`src/ccpu_defines.svh`:
```
// Register offsets, field positions, reset values and mode codes
`ifndef CCPU_DEFINES_SVH
`define CCPU_DEFINES_SVH
`define CCPU_A_UNIT_HI   5'h00
`define CCPU_R_CTRL      2'h0
`define CCPU_R_CAPSEL    2'h1
`define CCPU_R_DATA_LO   2'h2
`define CCPU_R_DATA_HI   2'h3
`define CCPU_A_TMRSEL    8'h08
`define CCPU_A_FLAGS     8'h09
`define CCPU_A_ODRAIN    8'h0A
`define CCPU_B_EN        7
`define CCPU_B_OUT       5
`define CCPU_B_ALIGN     4
`define CCPU_CTRL_WMASK  8'h9F
`define CCPU_TMRSEL_RST  8'h55
`define CCPU_M_OFF       4'h0
`define CCPU_M_TGL_CLR   4'h1
`define CCPU_M_TGL       4'h2
`define CCPU_M_CAP_ANY   4'h3
`define CCPU_M_CAP_FALL  4'h4
`define CCPU_M_CAP_RISE  4'h5
`define CCPU_M_CAP_4     4'h6
`define CCPU_M_CAP_16    4'h7
`define CCPU_M_SET       4'h8
`define CCPU_M_CLR       4'h9
`define CCPU_M_PLS       4'hA
`define CCPU_M_PLS_CLR   4'hB
`define CCPU_PRE_4_LAST  4'h3
`define CCPU_PRE_16_LAST 4'hF
`define CCPU_SRC_PIN     2'h0
`define CCPU_SRC_CMPA    2'h1
`define CCPU_SRC_CMPB    2'h2
`define CCPU_SRC_IOC     2'h3
`endif

```
`src/ccpu_pkg.sv`:
```
// Types shared by the capture/compare/PWM block
package ccpu_pkg;
  typedef struct packed {
    logic [7:0] addr;
    logic [7:0] wdata;
    logic       wr;
    logic       rd;
  } ccpu_bus_req_t;

  typedef struct packed {
    logic level;
    logic oe;
  } ccpu_pin_t;

  typedef struct packed {
    logic [7:0] ctrl;
    logic [1:0] capsel;
    logic [7:0] data_lo;
    logic [7:0] data_hi;
    logic       out;
    logic       irq;
    logic       odrain;
    logic [3:0] pre_cnt;
    logic       pin_s1;
    logic       pin_s2;
    logic       src_prev;
    logic       match_prev;
    ccpu_pin_t  pin;
    logic [9:0] width;
  } ccpu_unit_t;

  typedef struct packed {
    ccpu_unit_t [1:0] unit;
    logic [7:0]       tmrsel;
    logic             cmpa_s1;
    logic             cmpa_s2;
    logic             cmpb_s1;
    logic             cmpb_s2;
    logic [2:0]       tclr;
    logic [7:0]       rdata;
  } ccpu_state_t;
endpackage : ccpu_pkg

```
`src/ccpu_top.sv`:
```
// Two capture/compare/PWM units with register port and timer selection
//
// The placing of the registers and the plain strobed port were left to the implementer.
`timescale 1ns/1ps
`default_nettype none
`include "ccpu_defines.svh"

module ccpu_top (
  input  wire logic                   clk_sys,
  input  wire logic                   reset,
  input  wire ccpu_pkg::ccpu_bus_req_t bus_req,
  output var  logic [7:0]             bus_rdata,
  input  wire logic [15:0]            timer_one_count,
  input  wire logic [15:0]            timer_three_count,
  input  wire logic [15:0]            timer_five_count,
  input  wire logic                   unit1_input_pin_map,
  input  wire logic                   unit2_input_pin_map,
  input  wire logic                   comparator_a_result,
  input  wire logic                   comparator_b_result,
  input  wire logic                   pin_change_event,
  output var  ccpu_pkg::ccpu_pin_t    unit1_pin,
  output var  ccpu_pkg::ccpu_pin_t    unit2_pin,
  output var  logic [2:0]             timer_clear,
  output var  logic [1:0]             unit_irq_flag,
  output var  logic [9:0]             unit1_pulse_width_value,
  output var  logic [9:0]             unit2_pulse_width_value,
  output var  logic [7:0]             timer_select_value
);
  import ccpu_pkg::*;

  // ==========================================================
  // Helper functions
  // ==========================================================
  // Reserved selector code gives a zero count and so no match
  function automatic logic [15:0] pick_count(
    input logic [1:0]  sel,
    input logic [15:0] c1,
    input logic [15:0] c3,
    input logic [15:0] c5
  );
    case (sel)
      2'h1:    pick_count = c1;
      2'h2:    pick_count = c3;
      2'h3:    pick_count = c5;
      default: pick_count = 16'h0000;
    endcase
  endfunction : pick_count

  function automatic logic is_unit_addr(input logic [7:0] a);
    is_unit_addr = (a[7:3] == `CCPU_A_UNIT_HI);
  endfunction : is_unit_addr

  function automatic logic is_capture(input logic [3:0] m);
    is_capture = (m >= `CCPU_M_CAP_ANY) && (m <= `CCPU_M_CAP_16);
  endfunction : is_capture

  function automatic logic is_pwm(input logic [3:0] m);
    is_pwm = (m[3:2] == 2'h3);
  endfunction : is_pwm

  function automatic logic is_compare(input logic [3:0] m);
    is_compare = (m != `CCPU_M_OFF) && !is_capture(m) && !is_pwm(m);
  endfunction : is_compare

  function automatic logic clears_timer(input logic [3:0] m);
    clears_timer = (m == `CCPU_M_TGL_CLR) || (m == `CCPU_M_PLS_CLR);
  endfunction : clears_timer

  // Field split of the data pair follows the alignment bit
  function automatic logic [9:0] pulse_width(
    input logic       left,
    input logic [7:0] hi,
    input logic [7:0] lo
  );
    if (left) begin
      pulse_width = {hi, lo[7:6]};
    end else begin
      pulse_width = {hi[1:0], lo};
    end
  endfunction : pulse_width

  // ==========================================================
  // State
  // ==========================================================
  ccpu_state_t s_reg;
  ccpu_state_t s_next;

  always_comb begin
    logic        pin_raw;
    logic [1:0]  sel;
    logic [15:0] count;
    logic [3:0]  mode;
    logic        active;
    logic        src;
    logic        rise;
    logic        fall;
    logic        cap_evt;
    logic        match;
    logic        hit;
    logic        unit_hit;
    logic [7:0]  ofs;
    pin_raw  = 1'b0;
    sel      = 2'h0;
    count    = 16'h0000;
    mode     = 4'h0;
    active   = 1'b0;
    src      = 1'b0;
    rise     = 1'b0;
    fall     = 1'b0;
    cap_evt  = 1'b0;
    match    = 1'b0;
    hit      = 1'b0;
    unit_hit = 1'b0;
    ofs      = bus_req.addr;
    s_next   = s_reg;

    // ========================================================
    // Shared synchronisers and defaults
    // ========================================================
    // Comparator results are asynchronous: two flops before use
    s_next.cmpa_s1 = comparator_a_result;
    s_next.cmpa_s2 = s_reg.cmpa_s1;
    s_next.cmpb_s1 = comparator_b_result;
    s_next.cmpb_s2 = s_reg.cmpb_s1;
    s_next.tclr    = 3'h0;
    s_next.rdata   = 8'h00;

    // ========================================================
    // Register read, answered in the next cycle
    // ========================================================
    // Read data stand one cycle and are zero otherwise
    if (bus_req.rd) begin
      if (is_unit_addr(ofs)) begin
        case (ofs[1:0])
          `CCPU_R_CTRL: begin
            s_next.rdata = s_reg.unit[ofs[2]].ctrl;
            s_next.rdata[`CCPU_B_OUT] = s_reg.unit[ofs[2]].out;
          end
          `CCPU_R_CAPSEL: begin
            s_next.rdata = {6'h00, s_reg.unit[ofs[2]].capsel};
          end
          `CCPU_R_DATA_LO: begin
            s_next.rdata = s_reg.unit[ofs[2]].data_lo;
          end
          default: begin
            s_next.rdata = s_reg.unit[ofs[2]].data_hi;
          end
        endcase
      end else if (ofs == `CCPU_A_TMRSEL) begin
        s_next.rdata = s_reg.tmrsel;
      end else if (ofs == `CCPU_A_FLAGS) begin
        s_next.rdata = {6'h00, s_reg.unit[1].irq, s_reg.unit[0].irq};
      end else if (ofs == `CCPU_A_ODRAIN) begin
        s_next.rdata = {6'h00, s_reg.unit[1].odrain,
                        s_reg.unit[0].odrain};
      end else begin
        s_next.rdata = 8'h00;
      end
    end

    // ========================================================
    // Register write; events below take precedence
    // ========================================================
    if (bus_req.wr) begin
      if (is_unit_addr(ofs)) begin
        case (ofs[1:0])
          `CCPU_R_CTRL: begin
            s_next.unit[ofs[2]].ctrl = bus_req.wdata & `CCPU_CTRL_WMASK;
          end
          `CCPU_R_CAPSEL: begin
            s_next.unit[ofs[2]].capsel = bus_req.wdata[1:0];
          end
          `CCPU_R_DATA_LO: begin
            s_next.unit[ofs[2]].data_lo = bus_req.wdata;
          end
          default: begin
            s_next.unit[ofs[2]].data_hi = bus_req.wdata;
          end
        endcase
      end else if (ofs == `CCPU_A_TMRSEL) begin
        // Upper fields only steer PWM channels outside this block
        s_next.tmrsel = bus_req.wdata;
      end else if (ofs == `CCPU_A_FLAGS) begin
        // Write one to clear a flag
        s_next.unit[0].irq = s_reg.unit[0].irq & ~bus_req.wdata[0];
        s_next.unit[1].irq = s_reg.unit[1].irq & ~bus_req.wdata[1];
      end else if (ofs == `CCPU_A_ODRAIN) begin
        s_next.unit[0].odrain = bus_req.wdata[0];
        s_next.unit[1].odrain = bus_req.wdata[1];
      end
    end

    // ========================================================
    // Per-unit behaviour; both units run side by side
    // ========================================================
    for (int u = 0; u < 2; u++) begin
      pin_raw = (u == 0) ? unit1_input_pin_map : unit2_input_pin_map;
      s_next.unit[u].pin_s1 = pin_raw;
      s_next.unit[u].pin_s2 = s_reg.unit[u].pin_s1;

      sel    = s_reg.tmrsel[2*u +: 2];
      count  = pick_count(sel, timer_one_count, timer_three_count,
                          timer_five_count);
      mode   = s_reg.unit[u].ctrl[3:0];
      active = s_reg.unit[u].ctrl[`CCPU_B_EN] &&
               (mode != `CCPU_M_OFF);

      // Capture source selection
      case (s_reg.unit[u].capsel)
        `CCPU_SRC_PIN:  src = s_reg.unit[u].pin_s2;
        `CCPU_SRC_CMPA: src = s_reg.cmpa_s2;
        `CCPU_SRC_CMPB: src = s_reg.cmpb_s2;
        // Pin-change event is on this clock, so it is used directly
        default:        src = pin_change_event;
      endcase
      s_next.unit[u].src_prev = src;
      rise = src && !s_reg.unit[u].src_prev;
      fall = !src && s_reg.unit[u].src_prev;

      // Capture event and prescaler
      // A 4/16 switch keeps the count; clear the control first
      cap_evt = 1'b0;
      if (!active || !is_capture(mode)) begin
        s_next.unit[u].pre_cnt = 4'h0;
      end else begin
        case (mode)
          `CCPU_M_CAP_ANY:  cap_evt = rise || fall;
          `CCPU_M_CAP_FALL: cap_evt = fall;
          `CCPU_M_CAP_RISE: cap_evt = rise;
          `CCPU_M_CAP_4: begin
            if (rise) begin
              cap_evt = (s_reg.unit[u].pre_cnt >= `CCPU_PRE_4_LAST);
              s_next.unit[u].pre_cnt = cap_evt ? 4'h0 :
                                       s_reg.unit[u].pre_cnt + 4'h1;
            end
          end
          `CCPU_M_CAP_16: begin
            if (rise) begin
              cap_evt = (s_reg.unit[u].pre_cnt == `CCPU_PRE_16_LAST);
              s_next.unit[u].pre_cnt = s_reg.unit[u].pre_cnt + 4'h1;
            end
          end
          default: cap_evt = 1'b0;
        endcase
      end
      if (cap_evt) begin
        s_next.unit[u].data_lo = count[7:0];
        s_next.unit[u].data_hi = count[15:8];
      end

      // Compare match, acted on in its first cycle only
      // so a stopped timer on the match value does not retrigger
      match = (sel != 2'h0) && active && is_compare(mode) &&
              (count == {s_reg.unit[u].data_hi,
                         s_reg.unit[u].data_lo});
      s_next.unit[u].match_prev = match;
      hit = match && !s_reg.unit[u].match_prev;
      unit_hit = hit;
      case (mode)
        `CCPU_M_TGL_CLR,
        `CCPU_M_TGL: begin
          if (hit) begin
            s_next.unit[u].out = !s_reg.unit[u].out;
          end
        end
        `CCPU_M_SET: begin
          if (hit) begin
            s_next.unit[u].out = 1'b1;
          end
        end
        `CCPU_M_CLR: begin
          if (hit) begin
            s_next.unit[u].out = 1'b0;
          end
        end
        `CCPU_M_PLS,
        `CCPU_M_PLS_CLR: begin
          s_next.unit[u].out = hit;
        end
        default: begin
          s_next.unit[u].out = 1'b0;
        end
      endcase
      if (hit && clears_timer(mode)) begin
        s_next.tclr[sel - 2'h1] = 1'b1;
      end

      // Flag set wins over a software clear
      if (cap_evt || unit_hit) begin
        s_next.unit[u].irq = 1'b1;
      end

      // Disabled or cleared control forces the latch low
      if (!s_next.unit[u].ctrl[`CCPU_B_EN] ||
          (s_next.unit[u].ctrl[3:0] == `CCPU_M_OFF)) begin
        s_next.unit[u].out = 1'b0;
      end

      // PWM width value for the waveform generator
      if (active && is_pwm(mode)) begin
        s_next.unit[u].width = pulse_width(
          s_reg.unit[u].ctrl[`CCPU_B_ALIGN],
          s_reg.unit[u].data_hi, s_reg.unit[u].data_lo);
      end else begin
        s_next.unit[u].width = 10'h000;
      end

      // Pin drive: push-pull or open drain in output modes
      if (active && !is_capture(mode)) begin
        // Open drain only pulls low; a pull-up makes the high level
        if (s_reg.unit[u].odrain) begin
          s_next.unit[u].pin.level = 1'b0;
          s_next.unit[u].pin.oe    = !s_next.unit[u].out;
        end else begin
          s_next.unit[u].pin.level = s_next.unit[u].out;
          s_next.unit[u].pin.oe    = 1'b1;
        end
      end else begin
        s_next.unit[u].pin.level = 1'b0;
        s_next.unit[u].pin.oe    = 1'b0;
      end
    end
  end

  // ==========================================================
  // State register
  // ==========================================================
  always_ff @(posedge clk_sys or posedge reset) begin
    if (reset) begin
      s_reg        <= '0;
      s_reg.tmrsel <= `CCPU_TMRSEL_RST;
    end else begin
      s_reg <= s_next;
    end
  end

  // ==========================================================
  // Outputs straight from the state register
  // ==========================================================
  assign bus_rdata               = s_reg.rdata;
  assign unit1_pin               = s_reg.unit[0].pin;
  assign unit2_pin               = s_reg.unit[1].pin;
  assign timer_clear             = s_reg.tclr;
  assign unit_irq_flag           = {s_reg.unit[1].irq, s_reg.unit[0].irq};
  assign unit1_pulse_width_value = s_reg.unit[0].width;
  assign unit2_pulse_width_value = s_reg.unit[1].width;
  assign timer_select_value      = s_reg.tmrsel;
endmodule : ccpu_top
`default_nettype wire

```
`config.mk`:
```
export PLATFORM = sky130hd
export DESIGN_NAME = ccpu_top
export DESIGN_NICKNAME = d
export VERILOG_FILES = /design/src/ccpu_pkg.sv /design/src/ccpu_top.sv
export VERILOG_INCLUDE_DIRS = /design/src
export SDC_FILE = /design/constraint.sdc
export NUM_CORES = 1
export LEC_CHECK = 0
export ABC_AREA = 1
export ABC_CLOCK_PERIOD_IN_PS = 6100
export BUFFER_PORTS_ARGS = -buffer_cell sky130_fd_sc_hd__clkbuf_2
export CAP_MARGIN = 20
export CORE_UTILIZATION = 40
export CTS_BUF_LIST = sky130_fd_sc_hd__clkbuf_2
export DETAILED_ROUTE_END_ITERATION = 16
export SLEW_MARGIN = 15
export SYNTH_ARGS = -nofsm -noshare
export SYNTH_HDL_FRONTEND = slang
export SYNTH_SLANG_ARGS = --single-unit
```
`constraint.sdc`:
```
create_clock -name clk_sys -period 6.1 [get_ports clk_sys]
set_input_delay 0.61 -clock clk_sys [delete_from_list [all_inputs] [get_ports clk_sys]]
set_output_delay 0.61 -clock clk_sys [all_outputs]
set_load 0.02 [all_outputs]
```
==> results of run 1 <==
## Yosys cell counts, types with 3 or more instances
cell,n,area [um2]
xor2_1,6,52.55
o211ai_1,19,142.6
nor3_1,14,70.07
a21oi_1,57,285.3
a31oi_1,5,31.28
nand2_1,268,1006
buf_2,13,65.06
o22ai_1,16,100.1
nand3_1,112,560.5
clkinv_1,3,11.26
buf_6,3,33.78
nand3_2,5,50.05
ha_1,6,75.07
inv_1,113,424.2
nand4_1,29,181.4
o311ai_0,8,70.07
mux2_2,4,45.04
dfstp_2,4,105.1
a211oi_1,30,225.2
clkbuf_1,23,86.33
dfrtp_1,115,2878
nand2_2,4,25.02
inv_2,4,15.01
nor2_2,8,50.05
nor2_1,88,330.3
o21ai_0,114,570.6
buf_4,48,360.4
## routing by layer
metal	routed length, um	track usage	up-vias
met5	0	0	-
met2	12340	0.4269	476
li1	-	-	3952
met4	1113	0.1333	0
met3	3083	0.07664	61
met1	13230	0.4089	3898
## final timing paths
kind,start,endpoint,slack [ns]
max in group asynchronous,reset,bus_rdata[3]$_DFF_PP0_,4.26
worst min-delay path,bus_req[4],timer_select_value[2]$_DFFE_PP1P_,0.19
worst max-delay path,timer_select_value[1]$_DFFE_PP0P_,timer_clear[2]$_DFF_PP0_,2.97
worst max register to register,timer_select_value[1]$_DFFE_PP0P_,timer_clear[2]$_DFF_PP0_,2.97
worst min register to register,s_next[37]$_DFF_PP0_,s_reg[37]$_DFF_PP0_,0.37
min in group asynchronous,reset,timer_clear[0]$_DFF_PP0_,0.49
## where the power goes
part / switching [mW] / internal [mW]
Sequential: 0.146 / 0.922
Clock: 0.333 / 0.189
Combinational: 0.551 / 0.242
Total: 1.03 / 1.35
## metrics by stage
stage               hold WS (ns)  worst slack, ns  total power, mW  utilization
global route              0.1551            2.807            2.522       0.4446
global placement          0.3315            2.603            1.852       0.4304
CTS                       0.1346            3.125            2.375       0.4445
detailed placement        0.3347            2.595            1.850       0.4304
finish                    0.1872            2.972            2.383       0.4446
floorplan                 0.3312            2.339            1.589            -
## worst max-delay path, cell delays in order (launching register included)
cell and delay, ns:
dfrtp_1 0.97, inv_2 0.32, nor2_2 0.30, nand2_1 0.11, nand3_1 0.24, o21ai_0 0.12, inv_1 0.07, nand4_1 0.07
nor3_1 0.30, nand3_1 0.14, nor2_1 0.25, nand3_1 0.12, nand2_1 0.08
## timing repair
| item | CTS | global route |
|---|---|---|
| resized for setup | 0 | 0 |
| setup endpoints to repair | 0 | 0 |
| hold buffers | 5 | 0 |
| endpoints found under the hold margin | 61 | 0 |
## final cells by class
class / instances / area share
sequential: 119 / 0.3425
antenna: 1 / 0.0002873
multi-input combinational: 816 / 0.4665
timing repair buffer: 124 / 0.07470
clock buffer: 19 / 0.01092
tap: 265 / 0.03807
inverter: 120 / 0.05200
clock inverter: 13 / 0.01508
## layout by cell type (no fill, tap or decap), types with 3 or more instances in the layout
cell type      count
nand2_1          268
clkbuf_2         136
dfrtp_1          115
o21ai_0          114
inv_1            112
nand3_1          112
nor2_1            88
a21oi_1           57
a211oi_1          30
nand4_1           29
o211ai_1          19
o22ai_1           16
nor3_1            14
nor2_2             8
o311ai_0           8
xor2_1             6
ha_1               6
a31oi_1            5
nand3_2            5
clkinv_2           5
dlygate4sd3_1      5
inv_2              4
mux2_2             4
clkinv_1           4
nand2_2            4
dfstp_2            4
clkinv_4           3
## logic make-up (layout without fill, tap and decap cells)
kind of cell	after synthesis	in the layout	share of synthesized area
AO/OA/AOI/OAI	262	262	0.1903
XOR/XNOR	6	6	0.006529
adder cells (fa/ha/maj)	6	6	0.009327
buffers and inverters	209	276	0.1247
flip-flops	119	119	0.3706
multiplexers	5	5	0.006839
other	0	1	0
AND/OR/NAND/NOR	537	537	0.2918
==> qor.csv, run 1 <==
metric,value,unit
CP Class,flip-flop to flip-flop,
total number of vias,8387,
CP max FO,27,
IO Count,118,
Worst-Margin Slew,1.013,ns
LEAKAGE,4.237,nW
Routed WL,29.77,mm
DRT Pass-1 Iters,6,
RSZ-0062 raised after global routing,false,
Worst Skew,0.03178,ns
Yosys cell types,43,
worst reg-to-reg path cell count,12,
Post-CTS Setup Inserts,0,
placed cell area,8431,um2
WL/cell,20.15,um
CTS tree,done,
area of the multi-input gates,4063,um2
crit path time final,3.128,ns
DRC viols,0,
relative slew slack,0.3236,
max_cap viols,0,
total power per unit cell area,273.6,nW/um2
Critical Path AT,3.83,ns
final setup vio count,0,
placed cells,1439,
fin crit share,0.5128,
RePlAce Congestion,1.006,
number of antenna violations at the first check in global routing,2,
Slew Limit Fails,0,
Synth-to-Final Area Change,8.208,%
post-synthesis sequential area ratio,0.3706,
via/cell ratio,5.678,
first-pass GRT wire length,44.44,mm
CTS buffer count,17,
Storage cell area,2983,um2
vias in the first global route,7630,
critical path launch point type,flip-flop,
Final Hold Vio Count,0,
Worst setup EP type,flip-flop,
pin count of the biggest net entering global routing,63,
CTS sink cnt,119,
cell count after synthesis,1144,
Buffers on Ports,117,
status,finished clean,
max reg flops,70,
Antenna Nets Post-Route,0,
H-tree depth,4,
hold depth,3,
Worst Hold Class,primary input to flip-flop,
"Data required, critical path",6.80,ns
Clock Tree Buf Depth,2,
Die Wd,143.9,um
Std-Cell Rows,51,
"Net count, final",1277,
syn nets,1223,
worst-skew pair later-pin latency,0.74,ns
setup TNS,0,ns
fmax,319.7,MHz
residual overflow from global routing,0,
Netlist Area Pre-Place,8049,um2
Syn Area/Cell,7.036,um2
post-route insts no fill,1477,
Die H,143.9,um
"Primary FF master, synth",dfrtp_1,
area of the core,19590,um2
clock slew at reported path FFs,0.21,ns
layout cell share with drive strength beyond 1,0.1536,
Yosys reg bits,119,
Tot GR Track Use,0.2949,
FILL cells,2045,
Starting DRT DRC Count,932,
Post-synth EDFFs,0,
die area,20690,um2
fin area,8710,um2
Initial Utilization,0.4109,
asr flop ratio synth,1.000,
HPWL after detailed placement,22.71,mm
CTS Root Cell,clkbuf_2,
Max VDD drop,0.0001166,V
Ys Warns,0,
Note: power is estimated with default switching activity, not from simulation.
==> inputs of run 2 (changes only) <==
ABC_CLOCK_PERIOD_IN_PS = 3080   (was 6100)
clock period = 3.08 ns   (was 6.1 ns; I/O delays follow)
==> run 2 against run 1 <==
Compared with the run above:
- final cell count up 3.0%
- global-route usage is 1.1 points higher
- final area rose by 4.3%
- critical path type unchanged
- critical endpoint is now s_reg[97]$_DFFE_PP0P_
- largest cell class unchanged
- largest power group unchanged
- highest routed layer unchanged
==> qor.csv, run 2 (synthesis results as in run 1) <==
metric,value,unit
status,finished clean,
H-tree depth,4,
Final Hold Vio Count,0,
LEAKAGE,4.400,nW
via/cell ratio,5.744,
pin count of the biggest net entering global routing,105,
critical path launch point type,flip-flop,
fin crit share,0.8798,
vias in the first global route,7848,
relative slew slack,0.4553,
"Data required, critical path",3.71,ns
RePlAce Congestion,0.9644,
total power per unit cell area,513.3,nW/um2
Die H,143.9,um
WL/cell,20.29,um
IO Count,118,
Worst Skew,0.04326,ns
most frequent cells in the layout,"nand2_1 (267), clkbuf_2 (137), dfrtp_1 (115)",
layout cell share with drive strength beyond 1,0.1657,
CTS sink cnt,119,
max reg flops,70,
Std-Cell Rows,51,
Synth-to-Final Area Change,12.86,%
Worst setup EP type,flip-flop,
CP max FO,15,
PnR worst setup slack,0.3701,ns
residual overflow from global routing,0,
area of the core,19590,um2
fmax,369.0,MHz
Clock Tree Buf Depth,2,
Net Sw Frac,0.4369,
HPWL after detailed placement,23.31,mm
Slew Limit Fails,0,
final setup vio count,0,
CP Class,flip-flop to flip-flop,
dpl ws,0.3698,ns
clock slew at reported path FFs,0.17,ns
CTS buffer count,17,
Switch Pwr,2.037,mW
Die Wd,143.9,um
Clk pwr share,0.200,
CTS tree,done,
combinational share of power,0.350,
CTS Root Cell,clkbuf_2,
RSZ-0062 raised after global routing,false,
number of antenna violations at the first check in global routing,1,
share of power burned in registers,0.450,
Internal Power,2.626,mW
max_cap viols,0,
Worst-Margin Slew,0.8170,ns
Critical Path AT,3.33,ns
Initial Utilization,0.4109,
Antenna Nets Post-Route,0,
die area,20690,um2
"most common cell after layout, fill and taps aside",nand2_1,
DRT Pass-1 Iters,8,
Max VDD drop,0.0002233,V
Worst Hold Class,primary input to flip-flop,
"Net count, final",1322,
Routed WL,30.86,mm
setup TNS,0,ns
Tot GR Track Use,0.3057,
crit path time final,2.710,ns
worst-skew pair later-pin latency,0.76,ns
first-pass GRT wire length,46.43,mm
total number of vias,8737,
Post-CTS Setup Inserts,0,
Starting DRT DRC Count,1029,
Buffers on Ports,117,
DRC viols,0,
[run 2: final timing paths]
path	startpoint	end	slack (ns)	cells past startpoint
min in group asynchronous	reset	timer_clear[2]$_DFF_PP0_	0.05	3
hold / removal	timer_three_count[14]	s_reg[101]$_DFFE_PP0P_	0.03	5
setup / recovery	s_reg[112]$_DFFE_PP0P_	s_reg[97]$_DFFE_PP0P_	0.37	9
max in group asynchronous	reset	s_reg[50]$_DFFE_PP0P_	2.06	4
hold reg to reg	s_next[86]$_DFF_PP0_	s_reg[86]$_DFF_PP0_	0.37	0
setup reg to reg	s_reg[112]$_DFFE_PP0P_	s_reg[97]$_DFFE_PP0P_	0.37	9
[run 2: cell type report]
cell class / instances / area, um2
timing repair buffer: 168 / 1051
antenna: 1 / 2.502
sequential: 119 / 2983
clock buffer: 20 / 100.1
clock inverter: 11 / 85.08
timing repair inverter: 1 / 7.507
tap: 265 / 331.6
fill: 2070 / 10510
inverter: 120 / 457.9
multi-input combinational: 816 / 4065
[run 2: timing repair]
| item | CTS | global route |
|---|---|---|
| hold endpoints to repair | 54 | 0 |
| hold buffers | 28 | 0 |
| resized for setup | 0 | 3 |
| endpoints found under the setup margin | 0 | 3 |
[run 2: worst max-delay path: stages (launching register included)]
cell	delay, ns
dfrtp_1	0.43
or2_2	0.30
o211ai_1	0.08
nand2_1	0.15
ha_1	0.32
o22ai_2	0.44
nand2_2	0.33
buf_4	0.29
o21ai_0	0.16
o21ai_0	0.11
[run 2: per-layer routing]
metal	vias up	track usage	wire, um
met1	4130	0.4375	13650
met5	-	0	0
met3	58	0.05365	2997
met4	0	0.1221	993
li1	4033	-	-
met2	516	0.4526	13220
[run 2: through the flow]
step / std cells / util / cell area [um2] / hold WS [ns] / total power, mW
2_1_floorplan: 1144 / - / 8053 / 0.3312 / 3.147
6_report: 1521 / 0.4637 / 9084 / 0.02981 / 4.663
3_3_place_gp: 1460 / 0.4391 / 8602 / 0.3002 / 3.681
4_1_cts: 1519 / 0.4629 / 9067 / 0.001363 / 4.632
5_1_grt: 1521 / 0.4637 / 9084 / 0.006840 / 4.938
3_5_place_dp: 1460 / 0.4391 / 8602 / 0.3201 / 3.681
[run 2: power by group through the flow]
stage          sequential [mW]  combinational, mW  clock [mW]
2_1_floorplan             2.01               1.14           0
3_3_place_gp              2.12               1.56           0
3_5_place_dp              2.12               1.56           0
4_1_cts                   2.09               1.60       0.943
5_1_grt                   2.13               1.80        1.02
6_report                  2.10               1.63       0.933
